## config.mk

```make
export PLATFORM = sky130hd
export DESIGN_NAME = pdc_power_down
export DESIGN_NICKNAME = d
export VERILOG_FILES = /design/src/hdl/pdc_pkg.sv /design/src/hdl/pdc_power_down.sv /design/src/hdl/pdc_timer.sv
export SDC_FILE = /design/constraint.sdc
export NUM_CORES = 1
export LEC_CHECK = 0
export BUFFER_PORTS_ARGS = -buffer_cell sky130_fd_sc_hd__buf_2
export CORE_MARGIN = 4
export CORE_UTILIZATION = 46
export DETAILED_ROUTE_END_ITERATION = 10
export PLACE_DENSITY_LB_ADDON = 0.25
export SLEW_MARGIN = 20
export SYNTH_ARGS = -nofsm -noshare
export SYNTH_HDL_FRONTEND = slang
export SYNTH_SLANG_ARGS = --single-unit
```

## constraint.sdc

```tcl
create_clock -name i_mclk -period 2.5 [get_ports i_mclk]
set_input_delay 0.125 -clock i_mclk [delete_from_list [all_inputs] [get_ports i_mclk]]
set_output_delay 0.125 -clock i_mclk [all_outputs]
set_load 0.01 [all_outputs]
```

## src/hdl/pdc_pkg.sv

```systemverilog
// constants of the power-down control block
package pdc_pkg;
	// =========================================================
	// clock
	localparam int CLK_PERIOD_NS     = 40;                // 25 MHz core clock
	// =========================================================
	// clock hold after entry: the larger of 5 ns and 5 clocks
	localparam int CLK_HOLD_NS       = 5;                 // time part
	localparam int CLK_HOLD_NCK      = 5;                 // clock count part
	localparam int CLK_HOLD_NS_CYC   = (CLK_HOLD_NS + CLK_PERIOD_NS - 1) / CLK_PERIOD_NS;
	localparam int CLK_HOLD_CYC      = (CLK_HOLD_NS_CYC > CLK_HOLD_NCK) ?
	                                   CLK_HOLD_NS_CYC : CLK_HOLD_NCK;
	// =========================================================
	// exit to command delay (plain default, least time, rounded up)
	localparam int EXIT_DELAY_NS     = 10;
	localparam int EXIT_DELAY_RAW    = (EXIT_DELAY_NS + CLK_PERIOD_NS - 1) / CLK_PERIOD_NS;
	localparam int EXIT_DELAY_CYC    = (EXIT_DELAY_RAW < 1) ? 1 : EXIT_DELAY_RAW;
	// =========================================================
	// termination configuration field, command-bus odt enable
	localparam int TERM_CFG_W        = 8;                 // config register width
	localparam int TERM_CA_ODT_LSB   = 4;                 // field low bit
	localparam int TERM_CA_ODT_MSB   = 6;                 // field high bit
	localparam logic [2:0] TERM_ODT_OFF = 3'h0;           // field value meaning off
	// =========================================================
	// command address bus width
	localparam int CA_W              = 6;
	// =========================================================
	// power-down flavour seen at entry
	typedef enum logic [1:0]
	{
		PD_NONE   = 2'h0,
		PD_IDLE   = 2'h1,
		PD_ACTIVE = 2'h2,
		PD_SELF   = 2'h3
	} pdc_kind_t;
	// =========================================================
	// control states
	typedef enum logic [1:0]
	{
		ST_RUN    = 2'h0,  // normal operation
		ST_HOLD   = 2'h1,  // clock hold after entry
		ST_DOWN   = 2'h2,  // receivers off
		ST_EXIT   = 2'h3   // exit latency running
	} pdc_state_t;
endpackage

```

## src/hdl/pdc_power_down.sv

```systemverilog
// power-down entry and exit control of one memory channel
`timescale 1ns/1ns
module pdc_power_down
#(
	parameter int CNT_W     = 8,                          // timer width
	parameter int HOLD_CYC  = pdc_pkg::CLK_HOLD_CYC,      // clock hold after entry
	parameter int EXIT_CYC  = pdc_pkg::EXIT_DELAY_CYC     // exit to command delay
)
(
	input  wire logic                          i_mclk,          // command clock
	input  wire logic                          i_nrst,          // sync reset, low active
	input  wire logic                          i_cke,           // clock_enable_input
	input  wire logic                          i_cs,            // chip_select_input
	input  wire logic [pdc_pkg::CA_W-1:0]      i_ca,            // command_address_bus
	input  wire logic                          i_row_open,      // any bank has a row open
	input  wire logic                          i_bank_busy,     // act/pre/refresh in flight
	input  wire logic                          i_self_refresh,  // self refresh running
	input  wire logic [pdc_pkg::TERM_CFG_W-1:0] i_term_cfg,     // termination_config_reg
	input  wire logic                          i_odt_override,  // override reg or pad enable
	output logic                               o_io_buf_en,     // io buffers enabled
	output logic                               o_rx_en,         // input receivers enabled
	output logic                               o_cmd_decode_en, // command decoder allowed
	output logic                               o_cmd_cs,        // select passed to decoder
	output logic [pdc_pkg::CA_W-1:0]           o_cmd_ca,        // bus passed to decoder
	output logic                               o_power_down,    // in power-down (hold/down)
	output logic [1:0]                         o_pd_kind,       // flavour at entry
	output logic                               o_low_current,   // reduced current reached
	output logic                               o_auto_refresh_allow, // refresh engine allowed
	output logic                               o_self_refresh_run,   // self refresh engine on
	output logic                               o_ca_odt_on      // command-bus termination on
);
	// =========================================================
	// elaboration checks
	if (HOLD_CYC < 1 || HOLD_CYC >= (1 << CNT_W))
	begin : g_bad_hold
		$error("pdc_power_down: hold count does not fit the timer");
	end
	if (EXIT_CYC < 1 || EXIT_CYC >= (1 << CNT_W))
	begin : g_bad_exit
		$error("pdc_power_down: exit count does not fit the timer");
	end

	localparam logic [CNT_W-1:0] HOLD_LOAD = CNT_W'(HOLD_CYC - 1);  // timer reload, hold
	localparam logic [CNT_W-1:0] EXIT_LOAD = CNT_W'(EXIT_CYC - 1);  // timer reload, exit

	// =========================================================
	// state
	pdc_pkg::pdc_state_t state;          // control state
	pdc_pkg::pdc_state_t next_state;     // next control state
	pdc_pkg::pdc_kind_t  kind;           // flavour captured at entry
	pdc_pkg::pdc_kind_t  next_kind;      // next flavour
	pdc_pkg::pdc_kind_t  kind_now;       // flavour if entry happened now
	logic                cmd_cs;         // registered select
	logic                next_cmd_cs;    // next select
	logic [pdc_pkg::CA_W-1:0] cmd_ca;    // registered bus
	logic [pdc_pkg::CA_W-1:0] next_cmd_ca; // next bus
	logic                tmr_load;       // timer load strobe
	logic [CNT_W-1:0]    tmr_value;      // timer load value
	logic                tmr_zero;       // timer expired
	logic                in_pd;          // hold or down state

	// =========================================================
	// timer for clock hold and exit latency
	pdc_timer #(.CNT_W(CNT_W)) u_timer
	(
		.i_mclk  (i_mclk),
		.i_nrst  (i_nrst),
		.i_load  (tmr_load),
		.i_count (tmr_value),
		.o_zero  (tmr_zero)
	);

	// =========================================================
	// flavour of a power-down that would start in this cycle
	// self refresh beats an open row, which beats idle
	always_comb
	begin
		if (i_self_refresh)
			kind_now = pdc_pkg::PD_SELF;
		else if (i_row_open)
			kind_now = pdc_pkg::PD_ACTIVE;
		else
			kind_now = pdc_pkg::PD_IDLE;
	end

	// =========================================================
	// control state machine, next values
	always_comb
	begin
		next_state = state;
		next_kind  = kind;
		tmr_load   = 1'b0;
		tmr_value  = HOLD_LOAD;
		case (state)
			pdc_pkg::ST_RUN:
			begin
				// entry: nothing waits for a command, no lockout here
				if (!i_cke)
				begin
					next_state = pdc_pkg::ST_HOLD;
					next_kind  = kind_now;
					tmr_load   = 1'b1;
				end
			end
			pdc_pkg::ST_HOLD:
			begin
				// clock still running, receivers kept alive
				if (i_cke)
				begin
					next_state = pdc_pkg::ST_EXIT;
					tmr_load   = 1'b1;
					tmr_value  = EXIT_LOAD;
				end
				else if (tmr_zero)
					next_state = pdc_pkg::ST_DOWN;
			end
			pdc_pkg::ST_DOWN:
			begin
				// only enable is watched; clock may be stopped here
				if (i_cke)
				begin
					next_state = pdc_pkg::ST_EXIT;
					tmr_load   = 1'b1;
					tmr_value  = EXIT_LOAD;
				end
			end
			pdc_pkg::ST_EXIT:
			begin
				// re-entry during exit restarts the clock hold
				if (!i_cke)
				begin
					next_state = pdc_pkg::ST_HOLD;
					next_kind  = kind_now;
					tmr_load   = 1'b1;
				end
				else if (tmr_zero)
				begin
					next_state = pdc_pkg::ST_RUN;
					next_kind  = pdc_pkg::PD_NONE;
				end
			end
			default:
			begin
				next_state = pdc_pkg::ST_RUN;
				next_kind  = pdc_pkg::PD_NONE;
			end
		endcase
	end

	// =========================================================
	// command path, next values
	// select and bus are dropped unless the decoder is allowed;
	// a low enable blocks them in the same cycle, before the fsm moves
	always_comb
	begin
		next_cmd_cs = i_cs && i_cke && (state == pdc_pkg::ST_RUN);
		next_cmd_ca = next_cmd_cs ? i_ca : '0;
	end

	// =========================================================
	// registers only
	always_ff @(posedge i_mclk)
	begin
		if (!i_nrst)
		begin
			state  <= pdc_pkg::ST_RUN;
			kind   <= pdc_pkg::PD_NONE;
			cmd_cs <= 1'b0;
			cmd_ca <= '0;
		end
		else
		begin
			state  <= next_state;
			kind   <= next_kind;
			cmd_cs <= next_cmd_cs;
			cmd_ca <= next_cmd_ca;
		end
	end

	// =========================================================
	// outputs
	assign in_pd = (state == pdc_pkg::ST_HOLD) || (state == pdc_pkg::ST_DOWN);

	// io buffers follow enable without a clock edge both ways and receivers
	// wake without one, since the clock may be gone while the channel sleeps
	assign o_io_buf_en     = i_cke;
	assign o_rx_en         = (state != pdc_pkg::ST_DOWN) || i_cke;
	assign o_cmd_decode_en = (state == pdc_pkg::ST_RUN);
	assign o_cmd_cs        = cmd_cs;
	assign o_cmd_ca        = cmd_ca;
	assign o_power_down    = in_pd;
	assign o_pd_kind       = kind;
	// pending row work still draws current until done
	assign o_low_current   = in_pd && !i_bank_busy;
	// only self refresh keeps refreshing; others rely on the controller
	assign o_auto_refresh_allow = !in_pd;
	assign o_self_refresh_run   = i_self_refresh &&
	                              (!in_pd || kind == pdc_pkg::PD_SELF);
	// termination ignores the power state entirely
	assign o_ca_odt_on = i_odt_override &&
		(i_term_cfg[pdc_pkg::TERM_CA_ODT_MSB:pdc_pkg::TERM_CA_ODT_LSB]
		 != pdc_pkg::TERM_ODT_OFF);
endmodule

```

## src/hdl/pdc_timer.sv

```systemverilog
// down counter used for the hold and exit periods
`timescale 1ns/1ns
module pdc_timer
#(
	parameter int CNT_W = 8  // counter width
)
(
	input  wire logic             i_mclk,   // core clock
	input  wire logic             i_nrst,   // synchronous reset, low active
	input  wire logic             i_load,   // load pulse
	input  wire logic [CNT_W-1:0] i_count,  // value loaded
	output logic                  o_zero    // count has run out
);
	// =========================================================
	// elaboration check
	if (CNT_W < 2)
	begin : g_bad_width
		$error("pdc_timer: counter width too small");
	end

	logic [CNT_W-1:0] cnt;       // current count
	logic [CNT_W-1:0] next_cnt;  // next count

	// =========================================================
	// next count: load wins, else count down to zero and stop
	always_comb
	begin
		if (i_load)
			next_cnt = i_count;
		else if (cnt != '0)
			next_cnt = cnt - {{(CNT_W-1){1'b0}}, 1'b1};
		else
			next_cnt = cnt;
	end

	// register only
	always_ff @(posedge i_mclk)
	begin
		if (!i_nrst)
			cnt <= '0;
		else
			cnt <= next_cnt;
	end

	assign o_zero = (cnt == '0);
endmodule

```

* Word level (Yosys, flattened, before mapping) *
Index checks and enable logic that the tools add are counted.
Widths: inputs -> output; s select.

cells by class
  $add $sub $neg = 1
  equal/unequal tests = 9
  mux-type cells = 19
  reductions and logical operators = 21

operators by type and width
  kind                 count
  $mux 2               10
  $mux 8               2
  $logic_not 8->1      1
  $pmux 2 s4           1
  $reduce_bool 8->1    1
  $sub 8x1->8 const B  1
  $eq 2x2->1 const B   3
  $mux 3               2
  $ne 2x2->1 const B   3
  $ne 3x3->1 const B   2
  $logic_and 1x1->1    5
  $pmux 2 s2           1
  $reduce_and 4->1     1
  $reduce_bool 2->1    2
  $reduce_or 2->1      2
  $logic_or 1x1->1     3
  $reduce_and 3->1     1
  $reduce_bool 3->1    1
  $eq 2x1->1 const B   1
  $logic_not 1->1      2
  $logic_not 2->1      1
  $mux 1               2
  $pmux 1 s2           1
  $reduce_and 2->1     1

word-level totals
  bits in registers = 19
  input bits = 22
  output and inout bits = 17
  word-level logic and storage cells = 55

* Depth between registers and ports, before layout *
Gate-level depths: netlist of run 1.

  depth after elaboration = 5
  depth in mapped cells = 7
  depth with buffers taken out = 6

* Hierarchy *
From an unflattened synthesis of run 1, not the netlist that was laid out.

second synthesis, totals
  cell total of the unflattened synthesis = 110
  area, all modules = 1002.2 sq um

modules (own cells, without submodules)
  module          times used  cells each  area an instance (sq um)
  pdc_power_down  1           59          544.3
  pdc_timer       1           51          457.9

* Worst setup path after synthesis of run 1 *
No wires, ideal clock.

  path type = register -> register
  start = register state[0]
  end = register u_timer.cnt[5]
  data arrival time = 1677 ps
  required time = 2384 ps
  setup slack = 708 ps
  stages on the path, launching flop included = 8
  path buffers = 1
  period minus slack after synthesis = 1792 ps
  cell sequence = dfxtp_1 -> inv_1 -> ha_1 -> xnor2_1 -> nand2b_1 -> clkbuf_1 -> nor2_1 -> a31o_1

between the ends
  cells in the longest elaborated chain, start to end = 4
  elaborated cells between the ends (all ways) = 9

RTL lines
  element                                             line                   source
  start: declaration                                  pdc_power_down.sv:48   pdc_pkg::pdc_state_t state;
  start signal: assignment                            pdc_power_down.sv:166  state <= pdc_pkg::ST_RUN;
  start signal: assignment                            pdc_power_down.sv:173  state <= next_state;
  $eq 2x2->1, or another cell as far along            pdc_power_down.sv:94   case (state)
  $reduce_or 2->1 (no line)                           --
  $pmux 1 s2 (*)                                      pdc_power_down.sv:94
  $mux 8 / $reduce_bool 2->1 (equally long branches)  --
  end signal: assignment                              pdc_timer.sv:42        cnt <= next_cnt;
  end: declaration                                    pdc_timer.sv:21        logic [CNT_W-1:0] cnt;

Every way passes the cells marked *; elsewhere a longest branch is shown, timed or not.
A chain may end at the register's enable or synchronous reset.

* Worst setup path in the final report of run 1 *
Ends and elaborated chain as after synthesis.

==> results of run 1 <==
[cell usage after synthesis, types with 2 or more instances]
library cell / n / area (µm²)
dfxtp_1: 19 / 380.4
nor2_1: 15 / 56.30
inv_1: 8 / 30.03
nand2_1: 8 / 30.03
ha_1: 7 / 87.58
and2_1: 6 / 37.54
mux2i_1: 3 / 30.03
nand2b_1: 3 / 18.77
xnor2_1: 3 / 26.28
a2111oi_0: 2 / 17.52
a21o_1: 2 / 15.01
a21oi_1: 2 / 10.01
clkbuf_1: 2 / 7.510
mux2_2: 2 / 22.52
nor4_1: 2 / 12.51
o21ai_0: 2 / 10.01
o31a_1: 2 / 17.52
xor2_1: 2 / 17.52
[sequential cells by signal, summed over array words and instances (netlist names)]
name,count
o_cmd_ca,6
state,2
o_pd_kind,2
u_timer.cnt,8
o_cmd_cs,1
[critical path: stages (launching register included)]
cell and delay [ns]:
dfxtp_1 0.39, inv_1 0.11, ha_1 0.41, xnor2_1 0.28, nand2b_1 0.34, nor2_1 0.08
a31o_1 0.22
[worst paths after layout]
kind                startpoint             end  slack [ns]  cells past startpoint
hold reg to reg   o_pd_kind[0]    o_pd_kind[0]        0.49                      1
setup / recovery      state[0]  u_timer.cnt[5]        0.57                      6
setup reg to reg      state[0]  u_timer.cnt[5]        0.57                      6
hold / removal         i_ca[2]     o_cmd_ca[2]        0.01                      2
[routing by layer]
| layer | track usage, % | vias to the layer above |
|---|---|---|
| li1 | - | 429 |
| met4 | 7.660 | 0 |
| met1 | 18.63 | 357 |
| met5 | 0 | - |
| met2 | 27.14 | 29 |
| met3 | 3.878 | 5 |
[final cells by class]
type | instances | area (µm²)
fillers | 199 | 794.5
well taps | 27 | 33.78
repair buffers | 33 | 165.2
flip-flops and latches | 19 | 380.4
clock inverters | 1 | 5.005
inverters | 8 | 30.03
multi-input cells | 76 | 530.5
clock buffers | 3 | 22.52
[power by group]
part | total, µW | internal [µW] | switching (µW) | leakage (µW)
Sequential | 450 | 380 | 70.0 | 0.000156
Combinational | 788 | 359 | 430 | 0.000398
Clock | 157 | 59.7 | 97.1 | 0.0000177
[through the flow]
step                hold WS (ns)  area, µm²  cells  power (µW)  utilization, %
floorplan                 0.2467      955.9    106        1053               -
global placement          0.3243       1140    163        1217           58.10
detailed placement        0.3305       1140    163        1246           58.10
CTS                      0.01097       1167    167        1407           59.50
global route            0.004843       1167    167        1530           59.50
finish                   0.01200       1167    167        1395           59.50
[logic make-up after synthesis]
| family | Yosys count | synth area share [%] |
|---|---|---|
| AND/OR/NAND/NOR | 41 | 21.47 |
| flip-flops | 19 | 39.79 |
| AO/OA/AOI/OAI | 18 | 14.79 |
| buffers and inverters | 11 | 4.713 |
| adder cells (fa/ha/maj) | 7 | 9.162 |
| XOR/XNOR | 5 | 4.582 |
| multiplexers | 5 | 5.497 |
==> results.md, run 1 <==
* Via count at 820
* Max Cap Viol at 0
* Routed vias/inst at 4.910
* Final setup margin at 0.5718 ns
* Hold Path Class: in2reg
* Syn_nets at 135
* PD cells at 1195 mW/mm²
* CTS Root Cell: clkbuf_4
* Max Root-Sink Buffers at 2
* Starting density of the core at 48.72%
* Worst Skew at 0.003174 ns
* Final Setup Violations at 0
* DR WL/cell at 11.53 µm
* Synthesized cell area at 955.9 µm²
* Peak Freq at 0.5186 GHz
* CTS tree: done
* Sum Neg Setup Slack at 0 ns
* CTS buffer count at 3
* Core ar. at 0.001962 mm²
* Post-CTS Hold Buffers at 0
* Htree depth at 1
* Max VDD drop at 499.0 µV
* Mapped Cells at 106
* Remaining DRCs at 0
* Total GRT Usage at 15.94%
* Wl on met1 at 876 µm
* ANT nets after route at 0
* Synth-to-Final Area Change at 22.12%
* Top_reg_cell synth: dfxtp_1
* RSZ-0062 raised after global routing: no
* Vias in the first global route at 781
* DR pass1 iterations at 4
* Post-synth ARST share at 0%
* Clk sinks at 19
* Count of pins over their slew limit at 0
* Die area at 0.002871 mm²
* Top-level port count at 39
* Final hold vios at 0
* Synth cell types at 34
* Layout Nets at 170
* Buffers added on ports at 33
* Post-CTS Repair Setup Buffers at 0
* Initial antenna violation count at 0
* CP max FO at 8
* # rows at 16
* Largest net degree at the start of global routing at 13
* Skew-Pair Late Insertion Delay at 0.30 ns
* GP Congestion at 0.8404
* Tmin final at 1.928 ns
* Post-synthesis register bit count at 19
* Normalized max-slew margin at 71.82%
* Die Wd at 53.59 µm
* DR top layer: met4
* CP Capture Type: flop
* Critical Path RT at 2.71 ns
* Die extent in y at 53.59 µm
* Fin crit share at 77.13%
* Post-Place Setup Slack at 0.5772 ns
* Critical path class: reg2reg
* Sequential area share after synthesis at 39.79%
* Status: completed
* Grt ovf at 0
* Layout cells sized above 1 at 31.43%
* Worst Setup Start Kind: flop
* Iteration-0 DRC Markers at 12
* Met3 routed WL at 143 µm
* Clk slew on worst S/H paths at 0.11 ns
* Synth Area per Inst at 9.018 µm²
* CTS resizes at 0
* Worst Path Arrival at 2.14 ns
* Most frequent cells in the layout: buf_2 (33), dfxtp_1 (19), nor2_1 (15)
* Slew @ Worst Pin at 0.4120 ns
* Commonest non-fill, non-tap cell in the layout: buf_2
* DRT Wirelength at 1.925 mm
* Routed wl met2 at 870 µm
* # diodes at 0
* Leakage at 0.0005715 µW
* First-pass GRT wire length at 3.277 mm
* Synth warn at 0
* DP HPWL at 1.554 mm
* EDFF count, synth at 0
Power figures use the tool's default switching activity.
==> run 2, diff against run 1 <==
--- a/config.mk
+++ b/config.mk
@@ -5,9 +5,10 @@
 export SDC_FILE = /design/constraint.sdc
 export NUM_CORES = 1
 export LEC_CHECK = 0
+export ABC_AREA = 1
 export BUFFER_PORTS_ARGS = -buffer_cell sky130_fd_sc_hd__buf_2
 export CORE_MARGIN = 4
-export CORE_UTILIZATION = 46
+export CORE_UTILIZATION = 47
 export DETAILED_ROUTE_END_ITERATION = 10
 export PLACE_DENSITY_LB_ADDON = 0.25
 export SLEW_MARGIN = 20
==> constraint.sdc (replaced) <==
create_clock -name i_mclk -period 1.8 [get_ports i_mclk]
set_input_delay 0.09 -clock i_mclk [delete_from_list [all_inputs] [get_ports i_mclk]]
set_output_delay 0.09 -clock i_mclk [all_outputs]
set_load 0.01 [all_outputs]
==> results.md, run 2 <==
* Worst Skew at 0.001210 ns
* Final Power at 2383 µW
* Top-count cell post-synth: inv_1
* DR pass1 iterations at 4
* Critical path class: reg2reg
* Initial antenna violation count at 0
* Worst Path Arrival at 1.83 ns
* Final hold vios at 0
* Met1 Use GR at 20.50%
* Core ar. at 0.002022 mm²
* CP max FO at 5
* GP Congestion at 0.7860
* Htree depth at 1
* Post-synth top cells: inv_1 (30), nor2_1 (25), nand2_1 (20)
* Slew @ Worst Pin at 0.3328 ns
* WHS Path Cells at 3
* Placed cell count at 203
* Leakage at 0.0007207 µW
* Reg2Reg Depth at 9
* Synth cell types at 23
* Internal power at 1216 µW
* RSZ-0062 raised after global routing: no
* Multi-input gate area at 536.8 µm²
* Total GRT Usage at 17.47%
* Layout Cells excl Fill at 213
* Buf/Inv on CP at 3
* Synth warn at 0
* Synth-to-Final Area Change at 27.95%
* M3 GR Usage at 5.450%
* Syn_nets at 173
* Clk sinks at 19
* Number of cells on the critical path at 9
* Vias in the first global route at 959
* CP delay by family, top: flip-flops
* Max incr delay on CP at 0.37 ns
* PD cells at 1809 mW/mm²
* Peak Freq at 0.6254 GHz
* Max reg flops at 8
* Max Root-Sink Buffers at 2
* CTS Root Cell: clkbuf_4
* Post-synthesis register bit count at 19
* Hold Path Class: in2reg
* CP Capture Type: flop
* Top_reg_cell synth: dfxtp_1
* Layout Nets at 216
* Register area at 382.9 µm²
* DRT Wirelength at 2.196 mm
* Count of pins over their slew limit at 0
* Mapped Cells at 144
* CTS buffer count at 3
* Starting density of the core at 50.93%
* Layout cells sized above 1 at 27.42%
* Routed vias/inst at 4.700
* Largest net degree at the start of global routing at 11
* Largest area contributor in the netlist: dfxtp_1
* Status: completed
* Top-area cell type share of the netlist area at 36.94%
* Post-DP Area at 0.001221 mm²
* Skew-Pair Late Insertion Delay at 0.29 ns
* Max VDD drop at 846.8 µV
* Grt ovf at 0
* Critical Path RT at 2.03 ns
* DR WL/cell at 10.31 µm
* Final Setup Violations at 0
* Via count at 1001
* CTS tree: done
* Fin crit share at 88.83%
* Fill cells at 173
* Design Area, Final at 0.001318 mm²
* Iteration-0 DRC Markers at 15
* Commonest non-fill, non-tap cell in the layout: buf_2
* Seq pwr share at 28.3%
* DP HPWL at 1.705 mm
* Synth Area per Inst at 7.151 µm²
* ANT nets after route at 0
* Crit path max-delay cell type: dfxtp_2
* Remaining DRCs at 0
* Top-level port count at 39
* Buffers added on ports at 33
* Sum Neg Setup Slack at 0 ns
* Clk pwr share at 9.0%
* Comb pwr share at 62.7%
* # rows at 16
* Largest register by flop count: u_timer.cnt
* Switching Share at 48.97%
* Normalized max-slew margin at 77.69%
* EDFF count, synth at 0
* Die extent in y at 54.81 µm
* CP Cell Sequence: inv_1, ha_1, nand2_1, inv_1, nor2_2, inv_1, nor2_4, o21ai_0, a21oi_1
* Busiest grt layer: met2
* Sequential area share after synthesis at 36.94%
* Cell mode on critical path: inv_1
* Post-synth ARST share at 0%
* Sw power at 1167 µW
* Clk slew on worst S/H paths at 0.10 ns
* Synthesized cell area at 0.001030 mm²
* Die area at 0.003004 mm²
* First-pass GRT wire length at 3.829 mm
* Most frequent cells in the layout: buf_2 (33), inv_1 (30), nor2_1 (24)
* Max Cap Viol at 0
* Tmin final at 1.599 ns
* Die Wd at 54.81 µm
* Met2 Use GR at 29.53%
* # diodes at 0
* Post-CTS Repair Setup Buffers at 0
* Synth area leaders: dfxtp_1 (37%), inv_1 (11%), nor2_1 (9.1%), ha_1 (8.5%), nand2_1 (7.3%)
* Worst Setup Start Kind: flop
## run 2: power by group through the flow
stage               Combinational [µW]  Clock [µW]  Sequential, µW
finish                            1490         215             674
global route                      1690         242             703
global placement                  1410           0             674
detailed placement                1470           0             679
floorplan                         1130           0             673
CTS                               1480         224             669
## run 2: kinds of logic (layout without fill, tap and decap cells)
family / count (synthesis) / count (layout) / synth area share, %
adder cells (fa/ha/maj): 7 / 7 / 8.505
buffers and inverters: 31 / 73 / 11.67
XOR/XNOR: 1 / 1 / 0.8507
AO/OA/AOI/OAI: 18 / 18 / 9.600
AND/OR/NAND/NOR: 68 / 68 / 32.44
flip-flops: 19 / 19 / 36.94
## run 2: layer usage
metal | part of all wire (%) | wire [µm] | vias up
met4 | 1.3 | 28 | 0
met1 | 43 | 940 | 442
met5 | 0 | 0 | -
li1 | - | - | 528
met3 | 7.0 | 154 | 5
met2 | 49 | 1072 | 26
## run 2: final cells by class
type,count,area share [%]
multi-input combinational,94,40.74
tap,27,2.564
inverter,30,8.547
timing repair buffer,39,17.09
sequential,19,29.06
clock buffer,4,1.994
## run 2: final timing paths
| path | from | to | slack (ns) |
|---|---|---|---|
| worst max register to register | state[0] | u_timer.cnt[1] | 0.20 |
| worst min register to register | u_timer.cnt[7] | u_timer.cnt[7] | 0.47 |
| worst max-delay path | state[0] | u_timer.cnt[1] | 0.20 |
| worst min-delay path | i_nrst | state[1] | 0.07 |
## run 2: tightest hold or removal path, stage by stage
cell	delay (ns)
buf_2	0.14
nand2_1	0.07
nor2_1	0.03
## run 2: what timing repair did
item,CTS,global route
resized for setup,0,4
hold buffers,6,0
endpoints found under the setup margin,0,6
hold endpoints to repair,6,0
## run 2: through the flow
step                      hold slack (ns)  setup WS [ns]  utilization, %
after global placement             0.3028         0.1623           60.40
after floorplan                    0.2022         0.2816               -
after global routing              0.05848        0.01824           65.16
final                             0.06625         0.2010           65.16
after CTS                         0.06408        0.06392           64.67
after detailed placement           0.3092        0.09435           60.40
